[src/hw/option_map_pkg.sv]
package option_map_pkg;
  localparam logic [15:0] ADDR_PORTA_DIR   = 16'h0000;
  localparam logic [15:0] ADDR_PORTC_DIR   = 16'h0002;
  localparam logic [15:0] ADDR_PORTD_FUNC  = 16'h0003;
  localparam logic [15:0] ADDR_PORTE_FUNC  = 16'h0004;
  localparam logic [15:0] ADDR_PULLUP_AB   = 16'h0008;
  localparam logic [15:0] ADDR_PULLUP_C    = 16'h0009;
  localparam logic [15:0] ADDR_OD_FIRST    = 16'h000A;
  localparam logic [15:0] ADDR_OD_SECOND   = 16'h000B;
  localparam logic [15:0] ADDR_KWAKE_EN    = 16'h000E;
  localparam logic [15:0] ADDR_MASK_OPT    = 16'h000F;
  localparam logic [15:0] ADDR_PROG_CTRL   = 16'h003D;
  localparam logic [15:0] OPT_MAP_LAST     = 16'h000F;
  localparam logic [15:0] RAM_FIRST        = 16'h0040;
  localparam logic [15:0] RAM_LAST         = 16'h023F;
  localparam logic [15:0] BOOT_FIRST       = 16'hFE00;
  localparam logic [15:0] BOOT_LAST        = 16'hFFEF;
  localparam logic [15:0] PROG_FIRST       = 16'h1000;
  localparam logic [15:0] PROG_LAST        = 16'h4FFF;
  localparam logic [15:0] VEC_FIRST        = 16'hFFF0;
  localparam logic [7:0]  ERASED_BYTE      = 8'hFF;
  localparam logic [7:0]  RESET_BYTE       = 8'h00;
  localparam logic [7:0]  PULLUP_AB_MASK   = 8'h0F;
  localparam logic [7:0]  OD_FIRST_MASK    = 8'hF3;
  localparam logic [7:0]  OD_SECOND_ONES   = 8'hC0;
  localparam logic [7:0]  OD_SECOND_MASK   = 8'h3F;
  localparam logic [7:0]  PROG_CTRL_MASK   = 8'h03;
  localparam logic [7:0]  MASK_OPT_MASK    = 8'hE0;
  localparam logic [7:0]  PORTD_FUNC_MASK  = 8'hF0;
  localparam int          BIT_PROG_POWER   = 0;
  localparam int          BIT_PROG_LATCH   = 1;
  localparam int          BIT_OD_A_LOW     = 0;
  localparam int          BIT_OD_A_HIGH    = 1;
  localparam int          BIT_OD_E_LOW     = 4;
  localparam int          BIT_OD_E_HIGH    = 5;
  localparam int          BIT_OD_D_LOW     = 6;
  localparam int          BIT_OD_D_HIGH    = 7;
  localparam int          BIT_PU_A_LOW     = 0;
  localparam int          BIT_PU_A_HIGH    = 1;
  localparam int          BIT_PU_B_LOW     = 2;
  localparam int          BIT_PU_B_HIGH    = 3;
endpackage

[src/hw/option_map_and_eprom_program_control.sv]
`timescale 1ns/1ps
module option_map_and_eprom_program_control
  import option_map_pkg::*;
#(
  parameter bit EPROM_VARIANT = 1'b1
)
(
  input  wire logic        clk_in,
  input  wire logic        nrst_in,
  input  wire logic [15:0] addr_in,
  input  wire logic [7:0]  wdata_in,
  input  wire logic        wr_in,
  input  wire logic        rd_in,
  input  wire logic        option_map_select_in,
  input  wire logic        user_mode_in,
  input  wire logic        port_d_high_select_in,
  input  wire logic        port_e_high_select_in,
  input  wire logic        port_e_low_select_in,
  input  wire logic [2:0]  lcd_backplane_pin_in,
  input  wire logic        reset_pin_pullup_option_in,
  input  wire logic        main_osc_feedback_option_in,
  input  wire logic        sub_osc_resistor_option_in,
  input  wire logic [7:0]  eprom_rdata_in,
  output logic [7:0]       rdata_out,
  output logic             reg_hit_out,
  output logic             main_reg_sel_out,
  output logic             ram_sel_out,
  output logic             boot_rom_sel_out,
  output logic             prog_mem_sel_out,
  output logic             prog_read_en_out,
  output logic             prog_write_latch_out,
  output logic [15:0]      prog_addr_latched_out,
  output logic [7:0]       prog_data_latched_out,
  output logic             program_power_on_out,
  output logic [7:0]       port_a_direction_out,
  output logic [7:0]       port_c_direction_out,
  output logic [7:0]       port_d_pin_function_out,
  output logic [7:0]       port_e_pin_function_out,
  output logic [7:0]       port_a_pullup_out,
  output logic [7:0]       port_b_pullup_out,
  output logic [7:0]       port_c_line_pullup_out,
  output logic [7:0]       port_a_open_drain_out,
  output logic [7:0]       port_c_open_drain_out,
  output logic [7:4]       port_d_high_open_drain_out,
  output logic [3:1]       port_d_low_open_drain_out,
  output logic [7:0]       port_e_open_drain_out,
  output logic [7:0]       key_wake_line_enable_out
);

  // ---------------------------------------------------------------
  // address decode
  // ---------------------------------------------------------------
  wire logic in_low16   = (addr_in <= OPT_MAP_LAST);
  wire logic opt_space  = in_low16 && option_map_select_in;
  wire logic sel_dir_a  = opt_space && (addr_in == ADDR_PORTA_DIR);
  wire logic sel_dir_c  = opt_space && (addr_in == ADDR_PORTC_DIR);
  wire logic sel_fn_d   = opt_space && (addr_in == ADDR_PORTD_FUNC);
  wire logic sel_fn_e   = opt_space && (addr_in == ADDR_PORTE_FUNC);
  wire logic sel_pu_ab  = opt_space && (addr_in == ADDR_PULLUP_AB);
  wire logic sel_pu_c   = opt_space && (addr_in == ADDR_PULLUP_C);
  wire logic sel_od1    = opt_space && (addr_in == ADDR_OD_FIRST);
  wire logic sel_od2    = opt_space && (addr_in == ADDR_OD_SECOND);
  wire logic sel_kw     = opt_space && (addr_in == ADDR_KWAKE_EN);
  // the status and program control registers exist on one variant each
  wire logic sel_mos    = opt_space && (addr_in == ADDR_MASK_OPT) && !EPROM_VARIANT;
  wire logic sel_pcr    = (addr_in == ADDR_PROG_CTRL) && EPROM_VARIANT;
  wire logic in_ram     = (addr_in >= RAM_FIRST) && (addr_in <= RAM_LAST);
  wire logic in_boot    = (addr_in >= BOOT_FIRST) && (addr_in <= BOOT_LAST);
  wire logic in_prog    = ((addr_in >= PROG_FIRST) && (addr_in <= PROG_LAST))
                          || (addr_in >= VEC_FIRST);

  // ---------------------------------------------------------------
  // registers
  // ---------------------------------------------------------------
  logic [7:0]  dir_a_q;
  logic [7:0]  dir_c_q;
  logic [7:0]  fn_d_q;
  logic [7:0]  fn_e_q;
  logic [7:0]  pu_ab_q;
  logic [7:0]  pu_c_q;
  logic [7:0]  od1_q;
  logic [7:0]  od2_q;
  logic [7:0]  kw_q;
  logic [7:0]  pcr_q;
  logic [7:0]  pcr_d;
  logic [15:0] lat_addr_q;
  logic [7:0]  lat_data_q;
  logic [7:0]  mos_q;
  logic [2:0]  opt_meta_q;
  logic [2:0]  opt_sync_q;

  wire logic latch_on  = pcr_q[BIT_PROG_LATCH];
  // power needs both bits; a single write clearing both drops power at once
  always_comb
  begin
    pcr_d = pcr_q;
    if (wr_in && sel_pcr)
    begin
      pcr_d = wdata_in & PROG_CTRL_MASK;
      if (!pcr_d[BIT_PROG_LATCH])
      begin
        pcr_d[BIT_PROG_POWER] = 1'b0;
      end
    end
  end

  always_ff @(posedge clk_in or negedge nrst_in)
  begin
    if (!nrst_in)
    begin
      dir_a_q <= RESET_BYTE;
      dir_c_q <= RESET_BYTE;
      fn_d_q  <= RESET_BYTE;
      fn_e_q  <= RESET_BYTE;
      pu_ab_q <= RESET_BYTE;
      pu_c_q  <= RESET_BYTE;
      od1_q   <= RESET_BYTE;
      od2_q   <= RESET_BYTE;
      kw_q    <= RESET_BYTE;
      pcr_q   <= RESET_BYTE;
    end
    else
    begin
      if (wr_in && sel_dir_a) dir_a_q <= wdata_in;
      if (wr_in && sel_dir_c) dir_c_q <= wdata_in;
      if (wr_in && sel_fn_d)  fn_d_q  <= wdata_in & PORTD_FUNC_MASK;
      if (wr_in && sel_fn_e)  fn_e_q  <= wdata_in;
      if (wr_in && sel_pu_ab) pu_ab_q <= wdata_in & PULLUP_AB_MASK;
      if (wr_in && sel_pu_c)  pu_c_q  <= wdata_in;
      if (wr_in && sel_od1)   od1_q   <= wdata_in & OD_FIRST_MASK;
      if (wr_in && sel_od2)   od2_q   <= wdata_in & OD_SECOND_MASK;
      if (wr_in && sel_kw)    kw_q    <= wdata_in;
      pcr_q <= pcr_d;
    end
  end

  // latched address and data carry no control meaning; reset only keeps them defined
  always_ff @(posedge clk_in or negedge nrst_in)
  begin
    if (!nrst_in)
    begin
      lat_addr_q <= 16'h0000;
      lat_data_q <= RESET_BYTE;
    end
    else if (wr_in && in_prog && latch_on && EPROM_VARIANT)
    begin
      lat_addr_q <= addr_in;
      lat_data_q <= wdata_in;
    end
  end

  // straps are pins outside the clock domain: two flops before the status register reads them
  always_ff @(posedge clk_in or negedge nrst_in)
  begin
    if (!nrst_in)
    begin
      opt_meta_q <= 3'h0;
      opt_sync_q <= 3'h0;
      mos_q      <= RESET_BYTE;
    end
    else
    begin
      opt_meta_q <= {reset_pin_pullup_option_in, main_osc_feedback_option_in, sub_osc_resistor_option_in};
      opt_sync_q <= opt_meta_q;
      mos_q      <= {opt_sync_q, 5'h00} & MASK_OPT_MASK;
    end
  end

  // ---------------------------------------------------------------
  // read path
  // ---------------------------------------------------------------
  wire logic [7:0] pcr_view = user_mode_in ? (pcr_q & PROG_CTRL_MASK) : pcr_q;
  wire logic [7:0] prog_view = latch_on ? ERASED_BYTE : eprom_rdata_in;
  logic [7:0] rdata_d;
  always_comb
  begin
    rdata_d = RESET_BYTE;
    if (sel_dir_a)      rdata_d = dir_a_q;
    else if (sel_dir_c) rdata_d = dir_c_q;
    else if (sel_fn_d)  rdata_d = fn_d_q;
    else if (sel_fn_e)  rdata_d = fn_e_q;
    else if (sel_pu_ab) rdata_d = pu_ab_q;
    else if (sel_pu_c)  rdata_d = pu_c_q;
    else if (sel_od1)   rdata_d = od1_q;
    else if (sel_od2)   rdata_d = od2_q | OD_SECOND_ONES;
    else if (sel_kw)    rdata_d = kw_q;
    else if (sel_mos)   rdata_d = mos_q;
    else if (sel_pcr)   rdata_d = pcr_view;
    else if (in_prog)   rdata_d = prog_view;
  end

  logic [7:0] rdata_q;
  always_ff @(posedge clk_in or negedge nrst_in)
  begin
    if (!nrst_in)
    begin
      rdata_q <= RESET_BYTE;
    end
    else if (rd_in)
    begin
      rdata_q <= rdata_d;
    end
  end

  // ---------------------------------------------------------------
  // outputs
  // ---------------------------------------------------------------
  assign rdata_out             = rdata_q;
  assign reg_hit_out           = opt_space || sel_pcr;
  assign main_reg_sel_out      = in_low16 && !option_map_select_in;
  assign ram_sel_out           = in_ram;
  assign boot_rom_sel_out      = in_boot;
  assign prog_mem_sel_out      = in_prog;
  assign prog_read_en_out      = in_prog && rd_in && !latch_on;
  assign prog_write_latch_out  = latch_on;
  assign prog_addr_latched_out = lat_addr_q;
  assign prog_data_latched_out = lat_data_q;
  assign program_power_on_out  = pcr_q[BIT_PROG_POWER] && pcr_q[BIT_PROG_LATCH];
  assign port_a_direction_out  = dir_a_q;
  assign port_c_direction_out  = dir_c_q;
  assign port_d_pin_function_out = fn_d_q;
  assign port_e_pin_function_out = fn_e_q;
  assign port_a_pullup_out     = {{4{pu_ab_q[BIT_PU_A_HIGH]}}, {4{pu_ab_q[BIT_PU_A_LOW]}}};
  assign port_b_pullup_out     = {{4{pu_ab_q[BIT_PU_B_HIGH]}}, {4{pu_ab_q[BIT_PU_B_LOW]}}};
  assign port_c_line_pullup_out = pu_c_q;
  assign port_a_open_drain_out = dir_a_q & {{4{od1_q[BIT_OD_A_HIGH]}},
                                            {4{od1_q[BIT_OD_A_LOW]}}};
  assign port_c_open_drain_out = dir_c_q & (od2_q | OD_SECOND_ONES);
  assign port_d_high_open_drain_out = {4{od1_q[BIT_OD_D_HIGH] && port_d_high_select_in}};
  assign port_d_low_open_drain_out  = {3{od1_q[BIT_OD_D_LOW]}} & ~lcd_backplane_pin_in;
  assign port_e_open_drain_out = {{4{od1_q[BIT_OD_E_HIGH] && port_e_high_select_in}},
                                  {4{od1_q[BIT_OD_E_LOW] && port_e_low_select_in}}};
  assign key_wake_line_enable_out = kw_q;

  // ---------------------------------------------------------------
  // assertions
  // ---------------------------------------------------------------
  a_power_needs_latch: assert property (@(posedge clk_in) disable iff (!nrst_in)
    pcr_q[BIT_PROG_POWER] |-> pcr_q[BIT_PROG_LATCH])
    else $error("program power bit set without latch");
  a_no_read_latched: assert property (@(posedge clk_in) disable iff (!nrst_in)
    (rd_in && in_prog && latch_on) |-> (!prog_read_en_out ##1 (rdata_out == ERASED_BYTE)))
    else $error("program read served while latched");
  a_latch_capture: assert property (@(posedge clk_in) disable iff (!nrst_in)
    (wr_in && in_prog && latch_on) |=> (prog_addr_latched_out == $past(addr_in)))
    else $error("write address not captured");
  a_od2_ones: assert property (@(posedge clk_in) disable iff (!nrst_in)
    (rd_in && sel_od2) |=> (rdata_out[7:6] == 2'b11))
    else $error("second open-drain high bits not one");
  a_pu_ab_upper: assert property (@(posedge clk_in) disable iff (!nrst_in)
    (rd_in && sel_pu_ab) |=> (rdata_out[7:4] == 4'h0))
    else $error("pull-up upper bits not zero");
  a_od1_gap: assert property (@(posedge clk_in) disable iff (!nrst_in)
    (rd_in && sel_od1) |=> (rdata_out[3:2] == 2'b00))
    else $error("first open-drain bits 3,2 not zero");
  a_overlay_hides: assert property (@(posedge clk_in) disable iff (!nrst_in)
    (wr_in && main_reg_sel_out) |=> (port_a_direction_out == $past(port_a_direction_out)))
    else $error("option register written with overlay off");
  a_dir_write: assert property (@(posedge clk_in) disable iff (!nrst_in)
    (wr_in && sel_dir_a) |=> (port_a_direction_out == $past(wdata_in)))
    else $error("port A direction write lost");
  a_pcr_upper: assert property (@(posedge clk_in) disable iff (!nrst_in)
    (rd_in && sel_pcr && user_mode_in) |=> (rdata_out[7:2] == 6'h00))
    else $error("program control upper bits not zero");

  // register writes land one cycle later
  a_dir_c_write: assert property (@(posedge clk_in) disable iff (!nrst_in)
    (wr_in && sel_dir_c) |=> (port_c_direction_out == $past(wdata_in)))
    else $error("port C direction write lost");

  a_pu_c_write: assert property (@(posedge clk_in) disable iff (!nrst_in)
    (wr_in && sel_pu_c) |=> (port_c_line_pullup_out == $past(wdata_in)))
    else $error("port C pull-up write lost");

  a_kw_write: assert property (@(posedge clk_in) disable iff (!nrst_in)
    (wr_in && sel_kw) |=> (key_wake_line_enable_out == $past(wdata_in)))
    else $error("key wake enable write lost");

  a_latch_data: assert property (@(posedge clk_in) disable iff (!nrst_in)
    (wr_in && in_prog && latch_on) |=> (prog_data_latched_out == $past(wdata_in)))
    else $error("write data not captured");

  a_latch_hold: assert property (@(posedge clk_in) disable iff (!nrst_in)
    !(wr_in && in_prog && latch_on) |=> $stable(prog_data_latched_out))
    else $error("latched data changed without capture");

  a_fn_d_low: assert property (@(posedge clk_in) disable iff (!nrst_in)
    port_d_pin_function_out[3:0] == 4'h0)
    else $error("port D function low bits not zero");

  // read values of fixed, absent and reserved locations
  a_mos_low: assert property (@(posedge clk_in) disable iff (!nrst_in)
    (rd_in && sel_mos) |=> (rdata_out[4:0] == 5'h00))
    else $error("mask status low bits not zero");

  a_mos_absent: assert property (@(posedge clk_in) disable iff (!nrst_in)
    (rd_in && opt_space && (addr_in == ADDR_MASK_OPT) && EPROM_VARIANT) |=> (rdata_out == RESET_BYTE))
    else $error("mask status visible on eprom build");

  a_pcr_absent: assert property (@(posedge clk_in) disable iff (!nrst_in)
    (rd_in && (addr_in == ADDR_PROG_CTRL) && !EPROM_VARIANT) |=> (rdata_out == RESET_BYTE))
    else $error("program control visible on mask build");

  a_reserved_zero: assert property (@(posedge clk_in) disable iff (!nrst_in)
    (rd_in && opt_space && (addr_in[3:0] inside {4'h1, 4'h5, 4'h6, 4'h7, 4'hC, 4'hD}))
    |=> (rdata_out == RESET_BYTE))
    else $error("reserved location not zero");

  // open-drain enables follow direction, lcd ownership and the port selects
  a_od_a_dir: assert property (@(posedge clk_in) disable iff (!nrst_in)
    (port_a_open_drain_out & ~port_a_direction_out) == 8'h00)
    else $error("port A open-drain on an input line");

  a_od_c_dir: assert property (@(posedge clk_in) disable iff (!nrst_in)
    (port_c_open_drain_out & ~port_c_direction_out) == 8'h00)
    else $error("port C open-drain on an input line");

  a_od_c_top: assert property (@(posedge clk_in) disable iff (!nrst_in)
    port_c_open_drain_out[7:6] == port_c_direction_out[7:6])
    else $error("port C lines 7,6 not open-drain as outputs");

  a_od_d_high: assert property (@(posedge clk_in) disable iff (!nrst_in)
    !port_d_high_select_in |-> (port_d_high_open_drain_out == 4'h0))
    else $error("port D high open-drain without port select");

  a_od_d_low: assert property (@(posedge clk_in) disable iff (!nrst_in)
    (port_d_low_open_drain_out & lcd_backplane_pin_in) == 3'h0)
    else $error("port D low open-drain on backplane line");

  a_od_e_high: assert property (@(posedge clk_in) disable iff (!nrst_in)
    !port_e_high_select_in |-> (port_e_open_drain_out[7:4] == 4'h0))
    else $error("port E high open-drain without port select");

  a_od_e_low: assert property (@(posedge clk_in) disable iff (!nrst_in)
    !port_e_low_select_in |-> (port_e_open_drain_out[3:0] == 4'h0))
    else $error("port E low open-drain without port select");

  // program power follows the control writes
  a_power_write: assert property (@(posedge clk_in) disable iff (!nrst_in)
    (wr_in && sel_pcr && wdata_in[BIT_PROG_LATCH] && wdata_in[BIT_PROG_POWER]) |=> program_power_on_out)
    else $error("program power not switched on");

  a_power_off: assert property (@(posedge clk_in) disable iff (!nrst_in)
    (wr_in && sel_pcr && !wdata_in[BIT_PROG_POWER]) |=> !program_power_on_out)
    else $error("program power not switched off");

  a_power_forced: assert property (@(posedge clk_in) disable iff (!nrst_in)
    (wr_in && sel_pcr && !wdata_in[BIT_PROG_LATCH]) |=> !program_power_on_out)
    else $error("program power on with latch clear");
endmodule

[config.mk]
export PLATFORM = sky130hd
export DESIGN_NAME = option_map_and_eprom_program_control
export DESIGN_NICKNAME = d
export VERILOG_FILES = /design/src/hw/option_map_pkg.sv /design/src/hw/option_map_and_eprom_program_control.sv
export SDC_FILE = /design/constraint.sdc
export NUM_CORES = 1
export LEC_CHECK = 0
export ABC_AREA = 1
export BUFFER_PORTS_ARGS = -buffer_cell sky130_fd_sc_hd__buf_2
export CAP_MARGIN = 10
export CORE_MARGIN = 2
export CORE_UTILIZATION = 50
export DETAILED_ROUTE_END_ITERATION = 10
export PLACE_DENSITY = 0.8
export SLEW_MARGIN = 15
export SYNTH_ARGS = -nofsm -noshare
export SYNTH_HDL_FRONTEND = slang
export SYNTH_SLANG_ARGS = --single-unit
[constraint.sdc]
create_clock -name clk_in -period 1.5 [get_ports clk_in]
set_input_delay 0.15 -clock clk_in [delete_from_list [all_inputs] [get_ports clk_in]]
set_output_delay 0.15 -clock clk_in [all_outputs]
set_load 0.02 [all_outputs]
==> metrics.md <==
| Metric | Value |
|---|---|
| Run status | `finished, violations left` |
| WP data required | `1.35 ns` |
| Setup repair after global routing missed its margin | `true` |
| Net switching share of the total power | `0.297` |
| Count of flip-flops with a built-in enable after synthesis | `0` |
| Final worst-path cycle share | `1.01` |
| Ordered cell list for the critical path | `buf_4, nor2_4, nand2_4, nor2_4, buf_6, clkinvlp_4, nor3_4, buf_6` |
| Count of different cell masters after synthesis | `34` |
| Final design instance area without fill | `6660 µm²` |
| Top achievable clock speed | `660 MHz` |
| First-pass GRT wire length | `23000 µm` |
| Net count reported at finish | `868` |
| Cell Area, Synth | `4880 µm²` |
| Number of global-route vias before repair | `4618` |
| Worst-Skew Late Latency | `0.37 ns` |
| Number of remaining DRC errors | `0` |
| Number of rows in the core area | `36` |
| Longest individual stage delay on the worst path | `0.25 ns` |
| Number of buffers on the longest clock path | `2` |
| Layout cell share with drive strength beyond 1 | `0.396` |
| Count of buffers inserted at the top-level ports | `around 170` |
| CTS H-tree depth | `3` |
| Initial Util | `0.506` |
| Internal portion of total power | `3.80 mW` |
| Final period demand of the worst path | `1.51 ns` |
| Endpoints failing setup | `1` |
| Pleak | `3.72 nW` |
| Top_reg_cell synth | `dfrtp_1` |
| Final wirelength | `15400 µm` |
| Die Ht | `103 µm` |
| Final RePlAce weighted congestion | `0.957` |
| CP max FO | `5` |
| Reg power frac | `0.508` |
| Asr flop ratio synth | `1.00` |
| Yosys top cell area share | `0.482` |
| Number of cells after detailed placement | `930` |
| CP Data Arrival Time | `1.36 ns` |
| CTS tree | `built` |
| Power Total | `5.41 mW` |
| Number of iterations in the first detailed-routing pass | `5` |
| Seq/Total Area, Yosys | `0.482` |
| Via total after detailed routing | `4990` |
| Path type of the worst min-delay path | `input port to flop` |
| Violated checks | `setup timing` |
| Yosys warning total | `0` |
| #FFs+latches synth | `94` |
| Die Area | `10600 µm²` |
| Max-cap violations | `0` |
| Area after DPL | `just over 6000 µm²` |
| Most area-consuming cells after synthesis | `dfrtp_1, nand2_1, o21ai_0` |
| Number of vias per cell after detailed routing | `5.20` |
| Total net switching power | `~1.6 mW` |
| Count of antenna-violating nets left after detailed routing | `0` |
| Boundary pin count | `roughly 180` |
| Fin worst setup slack | `-0.0143 ns` |
| Cell chosen for the clock root | `clkbuf_8` |
| Clock buffer count from CTS | `9` |
| Area inside the core boundary | `9640 µm²` |
| Largest net degree at the start of global routing | `31` |
| HPWL Detailed | `11500 µm` |
| Library cell occupying the most area in the post-synthesis netlist | `dfrtp_1` |
| Layout area overhead | `36.6%` |
| Skew final | `roughly 0.014 ns` |
| CP delay by family, top | `buffers and inverters` |
| Power density over cell area | `812 nW/µm²` |
| Global-route total usage across every layer | `0.288` |
| Clock transition at the registers of the reported paths | `0.10 ns` |
| Hold violation total from the final report | `0` |
| WS Path Type | `input port to output port` |
| Fin. max-slew vios | `0` |
| Post-synthesis average cell area | `8.07 µm²` |
| GRT Residual Overflow | `0` |
| Fin cells | `959` |
| Critical-path top delay cell | `nor3_4` |
| Number of instances in the synthesized netlist | `604` |
| Part of the power in the clock network | `0.313` |
| Width of the chip | `103 µm` |
| WL/cell | `16.0 µm` |
| Startpoint types | `input port` |
| Starting DRT DRC Count | `367` |
| Clock sink count | `94` |
| CP Capture Type | `output port` |
| Largest voltage drop on the vdd net | `626 µV` |
| Number of buffer and inverter instances along the worst setup path | `4` |
| Relative contribution of combinational cells to total power | `0.179` |
| Antenna violations before repair | `1` |
cells by family (layout without fill, tap and decap cells):
logic type	after synthesis	in the layout	share of synthesized area
other	1	5	0.000769
DFF	94	94	0.482
muxes	9	9	0.0208
and+or+nand+nor	293	293	0.281
buffers and inverters	105	323	0.109
AOI/OAI and AO/OA	102	102	0.106
registers in the layout (all words and copies together), names as in the netlist:
name,cells
pcr_q,2
od2_q,6
prog_addr_latched_out,16
port_c_line_pullup_out,8
rdata_out,8
od1_q,6
port_c_direction_out,8
pu_ab_q,4
key_wake_line_enable_out,8
port_a_direction_out,8
port_e_pin_function_out,8
prog_data_latched_out,8
port_d_pin_function_out,4
Yosys cell counts (4+ instances only):
master    number
o21ai_1       19
nand4_1       14
a21oi_1       13
nand3_1       20
buf_2          6
inv_1         54
mux2_2         9
nor2_1        44
buf_4         27
clkbuf_1       7
nor2_4         5
dfrtp_1       94
nand2_1      184
nor3_2         4
nor2_2         4
o21ai_0       67
inv_2          5
cell usage in the layout, fill, tap and decap left out, types with 3 or more instances in the layout:
master      netlist  routed
a21oi_1          13      13
buf_12            0       6
buf_2             6     162
buf_4            27      66
buf_6             3      10
clkbuf_8          0       9
clkinvlp_4        0       3
conb_1            1       4
dfrtp_1          94      94
inv_1            54      51
inv_2             5       6
inv_4             2       3
mux2_2            9       9
nand2_1         184     179
nand2_2           3       6
nand3_1          20      17
nand3_2           2       5
nand4_1          14      14
nor2_1           44      32
nor2_2            4      11
nor2_4            5      10
nor3_4            2       7
o21ai_0          67      64
o21ai_1          19      21
layout make-up:
cell class              instances  area [µm²]
fillers                       809        2980
flip-flops and latches         94        2350
multi-input cells             408        2140
repair buffers                246        1560
inverters                      62         244
well taps                     133         166
clock buffers                  10         128
clock inverters                 5        58.8
diodes                          1        2.50
worst paths after layout:
| path | start | to | slack, ns | depth (start not counted) |
|---|---|---|---|---|
| setup reg to reg | pcr_q[1] | rdata_out[2] | 0.10 | 9 |
| hold / removal | addr_in[10] | prog_addr_latched_out[10] | 0.02 | 2 |
| max in group asynchronous | nrst_in | port_c_direction_out[0] | 0.76 | 3 |
| setup / recovery | addr_in[14] | main_reg_sel_out | -0.01 | 8 |
| hold reg to reg | rdata_out[4] | rdata_out[4] | 0.49 | 2 |
| min in group asynchronous | nrst_in | prog_addr_latched_out[2] | 0.25 | 2 |
power groups by stage:
stage	Sequential [mW]	Clock (mW)	Combinational, mW
after floorplan	2.97	0	0.279
after detailed placement	2.79	0	0.924
after CTS	2.75	1.70	0.933
after global routing	2.76	1.78	1.05
after global placement	2.78	0	0.905
final	2.75	1.69	0.970
through the flow:
step | utilization | worst slack (ns) | hold WS (ns) | TNS, ns
floorplan | - | 0.000120 | -0.146 | 0
global placement | 0.643 | -0.252 | 0.106 | -13.35
detailed placement | 0.643 | -0.325 | 0.116 | -16.28
CTS | 0.669 | 0.0234 | 0.0302 | 0
global route | 0.691 | -0.0960 | 0.0182 | -0.338
finish | 0.691 | -0.0143 | 0.0225 | -0.0143
layer usage:
| metal | vias up | routed length [µm] | GRT usage |
|---|---|---|---|
| met5 | - | 0 | 0 |
| met1 | 2356 | 6500 | 0.387 |
| met4 | 0 | 386 | 0.106 |
| met2 | 244 | 7470 | 0.483 |
| li1 | 2358 | - | - |
| met3 | 32 | 1020 | 0.0346 |
repair_timing:
action | 4_1_cts | 5_1_grt
gates cloned | 0 | 0
resized for setup | 5 | 45
hold endpoints to repair | 27 | 0
setup endpoints to repair | 3 | 13
pin swaps | 3 | 24
buffers inserted | 5 | 7
hold buffers | 1 | 0
(Power assumes the default switching activity.)
